`src/comparator_cfg.svh`:
```
/*
 Register offsets, field positions and reset values of the comparator control block.
 Assumes inclusion by bare name from the package and modules.
*/
`ifndef COMPARATOR_CFG_SVH
`define COMPARATOR_CFG_SVH

`define STATUS_OFS        8'h00
`define CTRL1_OFS         8'h10
`define CTRL2_OFS         8'h20
`define DACCTRL_OFS       8'h30
`define ALIAS_CLR         2'h1
`define ALIAS_SET         2'h2
`define ALIAS_INV         2'h3

`define CTL_ON_POS        15
`define CTL_OE_POS        14
`define CTL_POL_POS       13
`define CTL_EVT_POS       9
`define CTL_OUT_POS       8
`define CTL_EDGE_POS      6
`define CTL_PREF_POS      4
`define CTL_NSEL_POS      0
`define CTL_WMASK         32'h0000_E0D3

`define ST_EVT_POS        16
`define ST_REFSRC_POS     8
`define ST_WMASK          32'h0000_0100

`define DAC_CODE_POS      16
`define DAC_WMASK         32'h001F_0000

`define CTRL_RESET        32'h0000_0000
`define STATUS_RESET      32'h0000_0000
`define DAC_RESET         32'h0000_0000

`endif

```
`src/comparator_pkg.sv`:
```
/*
 Types shared by the comparator control block.
 Assumes comparator_cfg.svh for numeric constants.
*/
package comparator_pkg;
    typedef enum logic [1:0]
    {
        EDGE_NONE = 2'h0,
        EDGE_RISE = 2'h1,
        EDGE_FALL = 2'h2,
        EDGE_ANY  = 2'h3
    } edge_sel_t;

    typedef enum logic [1:0]
    {
        NEG_PIN_B = 2'h0,
        NEG_PIN_C = 2'h1,
        NEG_PIN_D = 2'h2,
        NEG_BANDGAP = 2'h3
    } neg_sel_t;

    typedef logic [31:0] word_t;
    typedef logic [7:0]  addr_t;
endpackage

```
`src/comparator_channel.sv`:
```
/*
 One comparator channel: result synchroniser, polarity,
 edge event detection and sticky event flag.
 Assumes the raw analog compare result arrives asynchronously.
*/
`timescale 1ns/10ps
`include "comparator_cfg.svh"
module comparator_channel
    import comparator_pkg::*;
(
    input  wire logic      ref_clk,
    input  wire logic      rst,
    input  wire logic      clkEn,
    input  wire logic      enable,
    input  wire logic      outInvert,
    input  wire edge_sel_t edgeSelect,
    input  wire logic      rawResult,
    input  wire logic      evtWrite,
    input  wire logic      evtWriteVal,
    output logic           result,
    output logic           eventFlag,
    output logic           trigger
);
    logic [2:0] sync_q, sync_d;
    logic       agreed_q, agreed_d;
    logic       prev_q, prev_d;
    logic       evt_q, evt_d;
    logic       trig_q, trig_d;
    logic       rise, fall, hit;

    // Synchroniser, edge detection and event flag
    always_comb
    begin
        sync_d   = {sync_q[1:0], rawResult};
        agreed_d = agreed_q;
        if (sync_q[2] == sync_q[1])
            agreed_d = sync_q[1] ^ outInvert;
        if (!enable)
            agreed_d = 1'b0;
        prev_d = agreed_q;
        rise   = agreed_q & ~prev_q;
        fall   = ~agreed_q & prev_q;
        // Inverted cases swap rise and fall of the polarity-adjusted output
        case (edgeSelect)
            EDGE_RISE: hit = outInvert ? fall : rise;
            EDGE_FALL: hit = outInvert ? rise : fall;
            EDGE_ANY:  hit = rise | fall;
            default:   hit = 1'b0;
        endcase
        hit    = hit & enable & ~evt_q;
        trig_d = hit;
        evt_d  = evt_q;
        if (evtWrite)
            evt_d = evtWriteVal;
        if (hit)
            evt_d = 1'b1;
        if (!enable)
            evt_d = 1'b0;
    end

    // State registers
    always_ff @(posedge ref_clk)
    begin
        if (rst)
        begin
            sync_q   <= 3'h0;
            agreed_q <= 1'b0;
            prev_q   <= 1'b0;
            evt_q    <= 1'b0;
            trig_q   <= 1'b0;
        end
        else if (clkEn)
        begin
            sync_q   <= sync_d;
            agreed_q <= agreed_d;
            prev_q   <= prev_d;
            evt_q    <= evt_d;
            trig_q   <= trig_d;
        end
    end

    assign result    = agreed_q;
    assign eventFlag = evt_q;
    assign trigger   = trig_q;
endmodule

```
`src/reference_dac.sv`:
```
/*
 Reference DAC code register stage and internal reference source choice.
 Assumes the analog DAC converts the five-bit code outside this logic.
*/
`timescale 1ns/10ps
`include "comparator_cfg.svh"
module reference_dac
#(
    parameter int CODE_W = 5
)
(
    input  wire logic              ref_clk,
    input  wire logic              rst,
    input  wire logic              clkEn,
    input  wire logic [CODE_W-1:0] codeIn,
    input  wire logic              useExternal,
    output logic      [CODE_W-1:0] dacCode,
    output logic                   selExternal
);
    initial
    begin
        if (CODE_W != 5)
            $error("reference_dac: code width must be 5 for 32 levels");
    end

    logic [CODE_W-1:0] code_q, code_d;
    logic              ext_q, ext_d;

    // Level code and reference source
    always_comb
    begin
        code_d = codeIn;
        ext_d  = useExternal;
    end

    always_ff @(posedge ref_clk)
    begin
        if (rst)
        begin
            code_q <= '0;
            ext_q  <= 1'b0;
        end
        else if (clkEn)
        begin
            code_q <= code_d;
            ext_q  <= ext_d;
        end
    end

    assign dacCode     = code_q;
    assign selExternal = ext_q;
endmodule

```
`src/comparator_control.sv`:
```
/*
 Control and event logic for two comparators with module status and DAC code
 registers, reached over a plain register port with clear/set/invert aliases.
 Assumes analog comparators, muxes and the DAC sit outside and use the selects.
*/
// The strobed register port and the register addresses were chosen for this implementation.
`timescale 1ns/10ps
`include "comparator_cfg.svh"
// How it works
// - Comparator runs only while its enable bit is one.
// - Output pin enable drives the result onto the result pin while both it and the comparator enable bit are one.
// - Invert bit inverts the comparator output.
// - Selected event sets sticky flag; further events suppressed while set.
// - Edge code 11 flags any output change.
// - Edge code 10 flags falling, or rising when inverted.
// - Edge code 01 flags rising, or falling when inverted.
// - Edge code 00 raises nothing.
// - Positive select picks internal reference when one, pin A when zero.
// - Negative select 11 picks the band gap.
// - Negative select 10 pin D, 01 pin C, 00 pin B.
// - Unimplemented bits read zero.
// - Reference DAC offers 32 levels via five-bit code.
// - DAC output feeds comparators internally without a pin.
// - Alias offsets 4, 8, C clear, set, invert written ones.
// - Module source bit picks external pin when one, DAC when zero.
// - Module status mirrors each event flag and result bit.
module comparator_control
    import comparator_pkg::*;
#(
    parameter int CHANNELS = 2
)
(
    input  wire logic                ref_clk,
    input  wire logic                rst,
    input  wire logic                clkEn,
    input  wire comparator_pkg::addr_t regAddr,
    input  wire comparator_pkg::word_t regWdata,
    input  wire logic                regWr,
    input  wire logic                regRd,
    output comparator_pkg::word_t    regRdata,
    input  wire logic [CHANNELS-1:0] rawResult,
    output logic [CHANNELS-1:0]      resultPin,
    output logic [CHANNELS-1:0]      resultPinOe,
    output logic [CHANNELS-1:0]      compEnable,
    output logic [CHANNELS-1:0]      posInternal,
    output logic [2*CHANNELS-1:0]    negSelect,
    output logic [CHANNELS-1:0]      trigger,
    output logic [4:0]               dacCode,
    output logic                     refExternal
);
    import comparator_pkg::*;

    initial
    begin
        if (CHANNELS != 2)
            $error("comparator_control: exactly two channels supported");
    end

    word_t             ctrl_q [CHANNELS];
    word_t             ctrl_d [CHANNELS];
    word_t             stat_q, stat_d;
    word_t             dac_q, dac_d;
    word_t             rd_q, rd_d;
    logic [CHANNELS-1:0] pin_q, pin_d, oe_q, oe_d;
    logic [CHANNELS-1:0] res, evt, trg, evtWr, evtVal;
    logic [1:0]          alias_a;
    logic [5:0]          base_a;

    assign alias_a = regAddr[3:2];
    assign base_a  = {regAddr[7:4], 2'b00};

    // Apply a write through plain or alias address
    function automatic word_t apply(input word_t old, input word_t wd, input logic [1:0] al,
                                    input word_t mask);
        word_t nv;
        case (al)
            `ALIAS_CLR: nv = old & ~wd;
            `ALIAS_SET: nv = old | wd;
            `ALIAS_INV: nv = old ^ wd;
            default:    nv = wd;
        endcase
        return (nv & mask) | (old & ~mask);
    endfunction

    // Per-channel control registers and channel logic
    genvar g;
    generate
        for (g = 0; g < CHANNELS; g++)
        begin : ch
            logic  hit;
            word_t nv;
            assign hit = regWr && ({base_a, 2'b00} ==
                         (g == 0 ? `CTRL1_OFS : `CTRL2_OFS));
            always_comb
            begin
                ctrl_d[g] = ctrl_q[g];
                nv        = apply(ctrl_q[g], regWdata, alias_a, `CTL_WMASK | 32'h0000_0200);
                evtWr[g]  = hit;
                evtVal[g] = nv[`CTL_EVT_POS];
                if (hit)
                    ctrl_d[g] = nv & `CTL_WMASK;
            end
            comparator_channel u_chan
            (
                .ref_clk     (ref_clk),
                .rst         (rst),
                .clkEn       (clkEn),
                .enable      (ctrl_q[g][`CTL_ON_POS]),
                .outInvert   (ctrl_q[g][`CTL_POL_POS]),
                .edgeSelect  (edge_sel_t'(ctrl_q[g][`CTL_EDGE_POS +: 2])),
                .rawResult   (rawResult[g]),
                .evtWrite    (evtWr[g]),
                .evtWriteVal (evtVal[g]),
                .result      (res[g]),
                .eventFlag   (evt[g]),
                .trigger     (trg[g])
            );
            assign compEnable[g]        = ctrl_q[g][`CTL_ON_POS];
            assign posInternal[g]       = ctrl_q[g][`CTL_PREF_POS];
            assign negSelect[2*g +: 2]  = ctrl_q[g][`CTL_NSEL_POS +: 2];
        end
    endgenerate

    // Pin drive: output enable gates the result onto the pin
    always_comb
    begin
        for (int i = 0; i < CHANNELS; i++)
        begin
            // Next control value keeps the pin enable in step with the enable output
            oe_d[i]  = ctrl_d[i][`CTL_OE_POS] & ctrl_d[i][`CTL_ON_POS];
            pin_d[i] = oe_d[i] & res[i];
        end
    end

    // Module status and DAC register writes
    always_comb
    begin
        stat_d = stat_q;
        dac_d  = dac_q;
        if (regWr && {base_a, 2'b00} == `STATUS_OFS)
            stat_d = apply(stat_q, regWdata, alias_a, `ST_WMASK) & `ST_WMASK;
        else if (regWr && {base_a, 2'b00} == `DACCTRL_OFS)
            dac_d = apply(dac_q, regWdata, alias_a, `DAC_WMASK) & `DAC_WMASK;
    end

    // Read mux, unmapped and unimplemented bits return zero
    always_comb
    begin
        rd_d = 32'h0000_0000;
        if (regRd)
        begin
            if ({base_a, 2'b00} == `STATUS_OFS)
                rd_d = stat_q | ({30'h0, evt} << `ST_EVT_POS) | {30'h0, res};
            else if ({base_a, 2'b00} == `CTRL1_OFS)
                rd_d = ctrl_q[0] | ({31'h0, evt[0]} << `CTL_EVT_POS)
                     | ({31'h0, res[0]} << `CTL_OUT_POS);
            else if ({base_a, 2'b00} == `CTRL2_OFS)
                rd_d = ctrl_q[1] | ({31'h0, evt[1]} << `CTL_EVT_POS)
                     | ({31'h0, res[1]} << `CTL_OUT_POS);
            else if ({base_a, 2'b00} == `DACCTRL_OFS)
                rd_d = dac_q;
        end
    end

    always_ff @(posedge ref_clk)
    begin
        if (rst)
        begin
            for (int i = 0; i < CHANNELS; i++)
                ctrl_q[i] <= `CTRL_RESET;
            stat_q <= `STATUS_RESET;
            dac_q  <= `DAC_RESET;
            rd_q   <= 32'h0000_0000;
            pin_q  <= '0;
            oe_q   <= '0;
        end
        else if (clkEn)
        begin
            for (int i = 0; i < CHANNELS; i++)
                ctrl_q[i] <= ctrl_d[i];
            stat_q <= stat_d;
            dac_q  <= dac_d;
            rd_q   <= rd_d;
            pin_q  <= pin_d;
            oe_q   <= oe_d;
        end
    end

    reference_dac u_dac
    (
        .ref_clk     (ref_clk),
        .rst         (rst),
        .clkEn       (clkEn),
        .codeIn      (dac_q[`DAC_CODE_POS +: 5]),
        .useExternal (stat_q[`ST_REFSRC_POS]),
        .dacCode     (dacCode),
        .selExternal (refExternal)
    );

    assign regRdata    = rd_q;
    assign resultPin   = pin_q;
    assign resultPinOe = oe_q;
    assign trigger     = trg;
endmodule

```
`config.mk`:
```
export PLATFORM = sky130hd
export DESIGN_NAME = comparator_control
export DESIGN_NICKNAME = d
export VERILOG_FILES = /design/src/comparator_pkg.sv /design/src/comparator_channel.sv /design/src/reference_dac.sv /design/src/comparator_control.sv
export VERILOG_INCLUDE_DIRS = /design/src /design/src/src
export SDC_FILE = /design/constraint.sdc
export NUM_CORES = 1
export LEC_CHECK = 0
export ABC_AREA = 1
export BUFFER_PORTS_ARGS = -buffer_cell sky130_fd_sc_hd__buf_2
export CAP_MARGIN = 20
export CORE_ASPECT_RATIO = 1.4
export CORE_MARGIN = 2
export CORE_UTILIZATION = 30
export CTS_CLUSTER_DIAMETER = 100
export DETAILED_ROUTE_END_ITERATION = 8
export GPL_TIMING_DRIVEN = 1
export SLEW_MARGIN = 25
export SYNTH_ARGS = -nofsm -noshare
export SYNTH_HDL_FRONTEND = slang
export SYNTH_HIERARCHICAL = 1
export SYNTH_SLANG_ARGS = --single-unit
```
`constraint.sdc`:
```
create_clock -name ref_clk -period 1.48 [get_ports ref_clk]
set_input_delay 0.296 -clock ref_clk [delete_from_list [all_inputs] [get_ports ref_clk]]
set_output_delay 0.296 -clock ref_clk [all_outputs]
set_load 0.005 [all_outputs]
```
# After elaboration in Yosys (flattened, before gate mapping)
# Memory sizes are Yosys's and may differ from the RTL's.
# Cells that the tools add are included.
[op_classes] addsub=0 n_mul=0 div=0 order_cmp=0 n_eq_ne=18 shifts=0 muxes=37 bitwise=46 reduce_logical=11
[op_table] operator="32-bit 2-to-1 mux" n=8
[op_table] operator="16-bit case mux with 3 select lines" n=2
[op_table] operator="32-bit by 10-bit bitwise OR with 32-bit output" n=2
[op_table] operator="32-bit by 9-bit bitwise OR with 32-bit output" n=2
[op_table] operator="21-bit 2-to-1 mux" n=3
[op_table] operator="21-bit case mux with 3 select lines" n=1
[op_table] operator="16-bit bitwise AND" n=2
[op_table] operator="16-bit by 13-bit bitwise OR with 16-bit output" n=2
[op_table] operator="16-bit bitwise OR" n=2
[op_table] operator="16-bit bitwise XOR" n=2
[op_table] operator="9-bit case mux with 3 select lines" n=1
[op_table] operator="21-bit bitwise AND" n=1
[op_table] operator="21-bit inverter" n=1
[op_table] operator="21-bit bitwise OR" n=1
[op_table] operator="21-bit bitwise XOR" n=1
[op_table] operator="1-bit 2-to-1 mux" n=19
[op_table] operator="18-bit by 2-bit bitwise OR with 18-bit output" n=1
[op_table] operator="9-bit by 18-bit bitwise OR with 18-bit output" n=1
[op_table] operator="1-bit bitwise AND" n=12
[op_table] operator="2-bit == test, second input constant" n=6
[op_table] operator="2-bit AND reduction" n=5
[op_table] operator="9-bit bitwise AND" n=1
[op_table] operator="9-bit 2-to-1 mux" n=1
[op_table] operator="9-bit bitwise OR" n=1
[op_table] operator="14 further kinds" n=34
[totals] ff_bits=62 latchBits=0 ram_bits=64 rom_bits=0 inputBits=47 output_inout_bits=52 elab_cells=130 mem_count=1
[mem_list] name="ctrl_q" depth=2 word_bits=32 rd=2 rd_clocked_by_memory_dff=0 write_ports=2 line="comparator_control.sv:59" text="word_t ctrl_q [CHANNELS];"

# Longest topological paths before layout
[depth] ltp_word=8 ltp_mapped=12 depth_no_buf=12

# Hierarchy
# Netlist, hierarchy kept.
[modules_own_cells] mod="comparator_control" n_inst=1 cells_per_inst=417 area_each_um2=3329.4 seq_area_each_um2=980.9
[modules_own_cells] mod="comparator_channel" n_inst=2 cells_per_inst=63 area_each_um2=397.9 seq_area_each_um2=140.1
[modules_own_cells] mod="reference_dac" n_inst=1 cells_per_inst=38 area_each_um2=247.7 seq_area_each_um2=120.1

# Worst setup path before layout
# OpenSTA, ideal clock, no wires.
[synth_timing] path_kind="input to register" start="input port regAddr[3]" end="memory ctrl_q[0][1] (netlist bit), data pin" setup_ns=0.263 arrival_ns=1.099 t_required_ns=1.217 path_slack_ns=0.118 path_stages=7 path_buffers=3 cell_sequence="buf_6 nand2_4 inv_4 buf_8 buf_12 a221oi_2 a21oi_1"
[synth_lines] element="from (decl)" line="comparator_control.sv:36" text="input wire comparator_pkg::addr_t regAddr,"
[synth_lines] element="to (decl)" line="comparator_control.sv:59"

==> results.cfg <==
[status]
status = finished, violations left
violations = negative setup slack

[yosys]
synth_mux_area_frac = 0
ys_ff_latch = 61
netlist_instances = 581
synth.distinct_cells = 43
synth_top_family_by_area = simple AND/OR/NAND/NOR gates
synth-simple-area-share = 0.223
synthAdderAreaFrac = 0.137
yosysWarnings = 6
synth_area_um2 = 4370
synth_compound_area_frac = 0.169
synthXorXnorAreaFrac = 0
avgSynthCellArea_um2 = 7.53
seq_area_frac_synth = 0.316

[critical_path]
worst-path-stages = 7
critPathSlowestCell = edfxtp_1
worstSetupPathType = register to register
r2r_setup_slack_ps = -10
cp-start-kind = register
cp-end-kind = register
rr_endpoint = ctrl_q[0][47]
cp_max_fo = 3
worstPathCellList = inv_2, ha_1, nand2_1, nand3_1, nand2_1, nand2_1, and2_4
r2r_start = ctrl_q[0][47]
cp_slowest_stage_delay_ps = 470
crit_arrival_ps = 1570
startpoint = ctrl_q[0][47]
crit_family = flip-flops
crit_top_cell = nand2_1
crit_buf_inv = 1
reg2reg_depth = 7
required_ps = 1560
crit_path_end = ctrl_q[0][47]

[layout]
drive_above_1_share = 0.276
nNetsFinal = 771
syn2layout_area_growth_pct = 23.2
postLayoutCellArea_um2 = 5390
postLayoutCoreUtil = 0.375
n_antenna_cell = 0
layout.cells.non_filler = 870
nFillCells = 1519

[clock_tree]
clock_sinks = 61
cts_buffers = 9
htreeDepth = 3
cts_max_path_buffers = 2
worstSkewPairLatency_ps = 320
cts_tree = done
cts-root-buf = clkbuf_16
clk_pin_slew_ps = 60

[pwr]
ir_worst_vdd_uv = 495
swShare = 0.264
p_seq_frac = 0.394
p_sw_mw = 1.22
clockPowerShare = 0.451
p_comb_frac = 0.155
leakage_nw = 2.65
p_int_mw = 3.39
pwr_density_cell_nw_per_um2 = 855

[floorplanning]
rows = 52
io_pins = 99
core_area_um2 = 14400
die_width_um = 106
initial_core_util = 0.304
die_area_um2 = 15600
dieHeight_um = 147

[global_route]
grt_max_degree = 31
grtUsageMet2 = 0.273
grt_pass1_wl_um = 18300
grt_busiest_layer = met2
grt_usage = 0.150
grt_use_met3 = 0.0240
grt_antenna_before_repair = 0
gr-total-overflow = 0
grt_pass1_vias = 3702
use_met1 = 0.175

[flow_run]
maxCapViolations = 0

[drt]
drc = 0
ant_nets = 0
wl_um = 11500
via_count = 3878
routedWlPerCell_um = 13.2
dr.pass1.iters = 5
vias_per_cell = 4.46
dr.first_iter.drc_count = 133

[sta]
min_period_ps = 1490
hold_viol = 0
setup_viol = 1
timing.final.ws_setup_ps = -12.7
drv_slew = 0
rsz0062_at_grt = yes
fin_crit_sh = 1.01
fmax_mhz = 670
skew_ps = 7.35

[placement]
placed_area_um2 = 5030
dp.cells = 852
port_buffers = 62
gp_congestion = 0.835
dp_hpwl_um = 9150

[worst_hold_path]
hp-class = input port to register
==> timing repair <==
item,4_1_cts,5_1_grt
setup buffers,0,2
endpoints found under the setup margin,2,9
gates resized for setup,1,11
hold buffers,0,0
pin swaps,0,2
==> cell type report <==
class / count / area [um2] / area share
repair buffers: 107 / 698 / 0.130
inverters: 92 / 353 / 0.0655
clock buffers: 14 / 285 / 0.0530
clock inverters: 2 / 13.8 / 0.00256
well taps: 189 / 236 / 0.0439
multi-input cells: 405 / 2420 / 0.449
flip-flops and latches: 61 / 1380 / 0.257
==> cells in the mapped netlist <==
cell	count	area share
a21boi_2	2	0.0051
conb_1	1	0.00086
clkbuf_1	2	0.0017
inv_2	16	0.014
buf_4	27	0.046
ha_1	48	0.14
nor3_2	2	0.0046
inv_4	1	0.0014
o22ai_1	9	0.013
nor3_1	1	0.0011
inv_1	74	0.064
inv_6	1	0.0020
a21oi_1	33	0.038
and3_1	1	0.0014
and2_4	1	0.0020
nand2_8	1	0.0046
o21a_1	5	0.0086
o211ai_1	6	0.010
dfxtp_1	45	0.21
buf_2	3	0.0034
nor2_8	1	0.0046
nand4_1	1	0.0014
nand3_1	8	0.0092
nand2_2	11	0.016
o21ai_2	4	0.0080
nand2_4	1	0.0026
nor2_1	64	0.055
edfxtp_1	16	0.11
nand2_1	126	0.11
o21bai_1	1	0.0017
buf_8	2	0.0069
nor2_4	2	0.0051
nor2_2	4	0.0057
buf_6	4	0.010
o2111ai_1	1	0.0020
o21ai_1	17	0.019
nand3b_1	1	0.0017
buf_12	1	0.0046
a22o_1	5	0.010
o211ai_2	4	0.011
a221oi_2	4	0.014
o31ai_1	1	0.0017
o21ai_0	23	0.026
==> metrics by stage <==
| stage | total power, mW | setup slack (ps) | TNS, ps | hold WS, ps |
|---|---|---|---|---|
| CTS | 4.63 | 13.3 | 0 | 189 |
| detailed placement | 2.55 | -69.1 | -176 | 443 |
| global placement | 2.54 | -44.1 | -90.2 | 439 |
| finish | 4.61 | -12.7 | -12.7 | 195 |
| floorplan | 2.33 | 118 | 0 | 368 |
| global route | 4.80 | -54.3 | -122 | 214 |
==> per-layer routing <==
layer	part of all wire	routed length (um)
met5	0	0
met4	0.021	242
met3	0.038	442
met2	0.52	5960
met1	0.42	4870
==> power by group through the flow <==
stage	clock [mW]	combinational, mW	sequential (mW)
after floorplan	0	0.488	1.84
after global placement	0	0.693	1.85
after detailed placement	0	0.700	1.85
after CTS	2.11	0.705	1.82
after global routing	2.17	0.802	1.82
final	2.08	0.712	1.82
==> flip-flops by register name, indices dropped and copies added, names as in the netlist <==
register             cells
ctrl_q                  16
resultPinOe              2
u_dac/dacCode            5
ch.u_chan/sync_q         6
dac_q                    5
regRdata                15
u_dac/selExternal        1
ch.u_chan/eventFlag      2
ch.u_chan/prev_q         2
ch.u_chan/trigger        2
resultPin                2
stat_q                   1
ch.u_chan/result         2
==> how the worst min path moves through the flow <==
stage | depth (start not counted) | slack [ps] | end | from
final | 3 | 190 | ch[0].u_chan/sync_q[0] | rawResult[0]
after floorplan | 1 | 370 | ch[0].u_chan/result | rst
after global placement | 2 | 440 | regRdata[1] | regRdata[1]
after CTS | 3 | 190 | ch[0].u_chan/sync_q[0] | rawResult[0]
after global routing | 3 | 210 | ch[0].u_chan/sync_q[0] | rawResult[0]
after detailed placement | 2 | 440 | resultPinOe[0] | resultPinOe[0]
==> cell families (layout without fill, tap and decap cells) <==
| family | after synthesis | in the layout |
|---|---|---|
| flip-flops | 61 | 61 |
| adder cells (fa/ha/maj) | 48 | 48 |
| AND/OR/NAND/NOR | 225 | 225 |
| AO/OA/AOI/OAI | 115 | 115 |
| other | 1 | 17 |
| buffers and inverters | 131 | 215 |
==> layout by cell type (no fill, tap or decap), types with 2 or more instances in the layout <==
master	instances
o21ai_0	23
conb_1	17
inv_2	19
o211ai_2	4
nor2_4	2
clkbuf_16	10
nand3_1	5
nor3_2	2
clkbuf_1	2
o21ai_2	4
o22ai_1	9
nor2_1	63
a21boi_2	2
buf_12	4
inv_1	71
edfxtp_1	16
o211ai_1	6
buf_2	62
nand3_2	3
nor2_2	5
ha_1	45
nand2_2	11
a21oi_1	32
a22o_1	5
a221oi_2	4
buf_4	41
o21a_1	5
nand2_1	126
o21ai_1	17
dfxtp_1	44
ha_2	2
clkbuf_8	2
==> worst register-to-register path, cell delays in order (launching register included) <==
cell      delay [ps]
edfxtp_1         470
inv_2            100
ha_1             220
nand2_1           60
nand3_1           90
nand2_1          100
nand2_1           70
and2_4           140
Power figures use the tool's default switching activity.
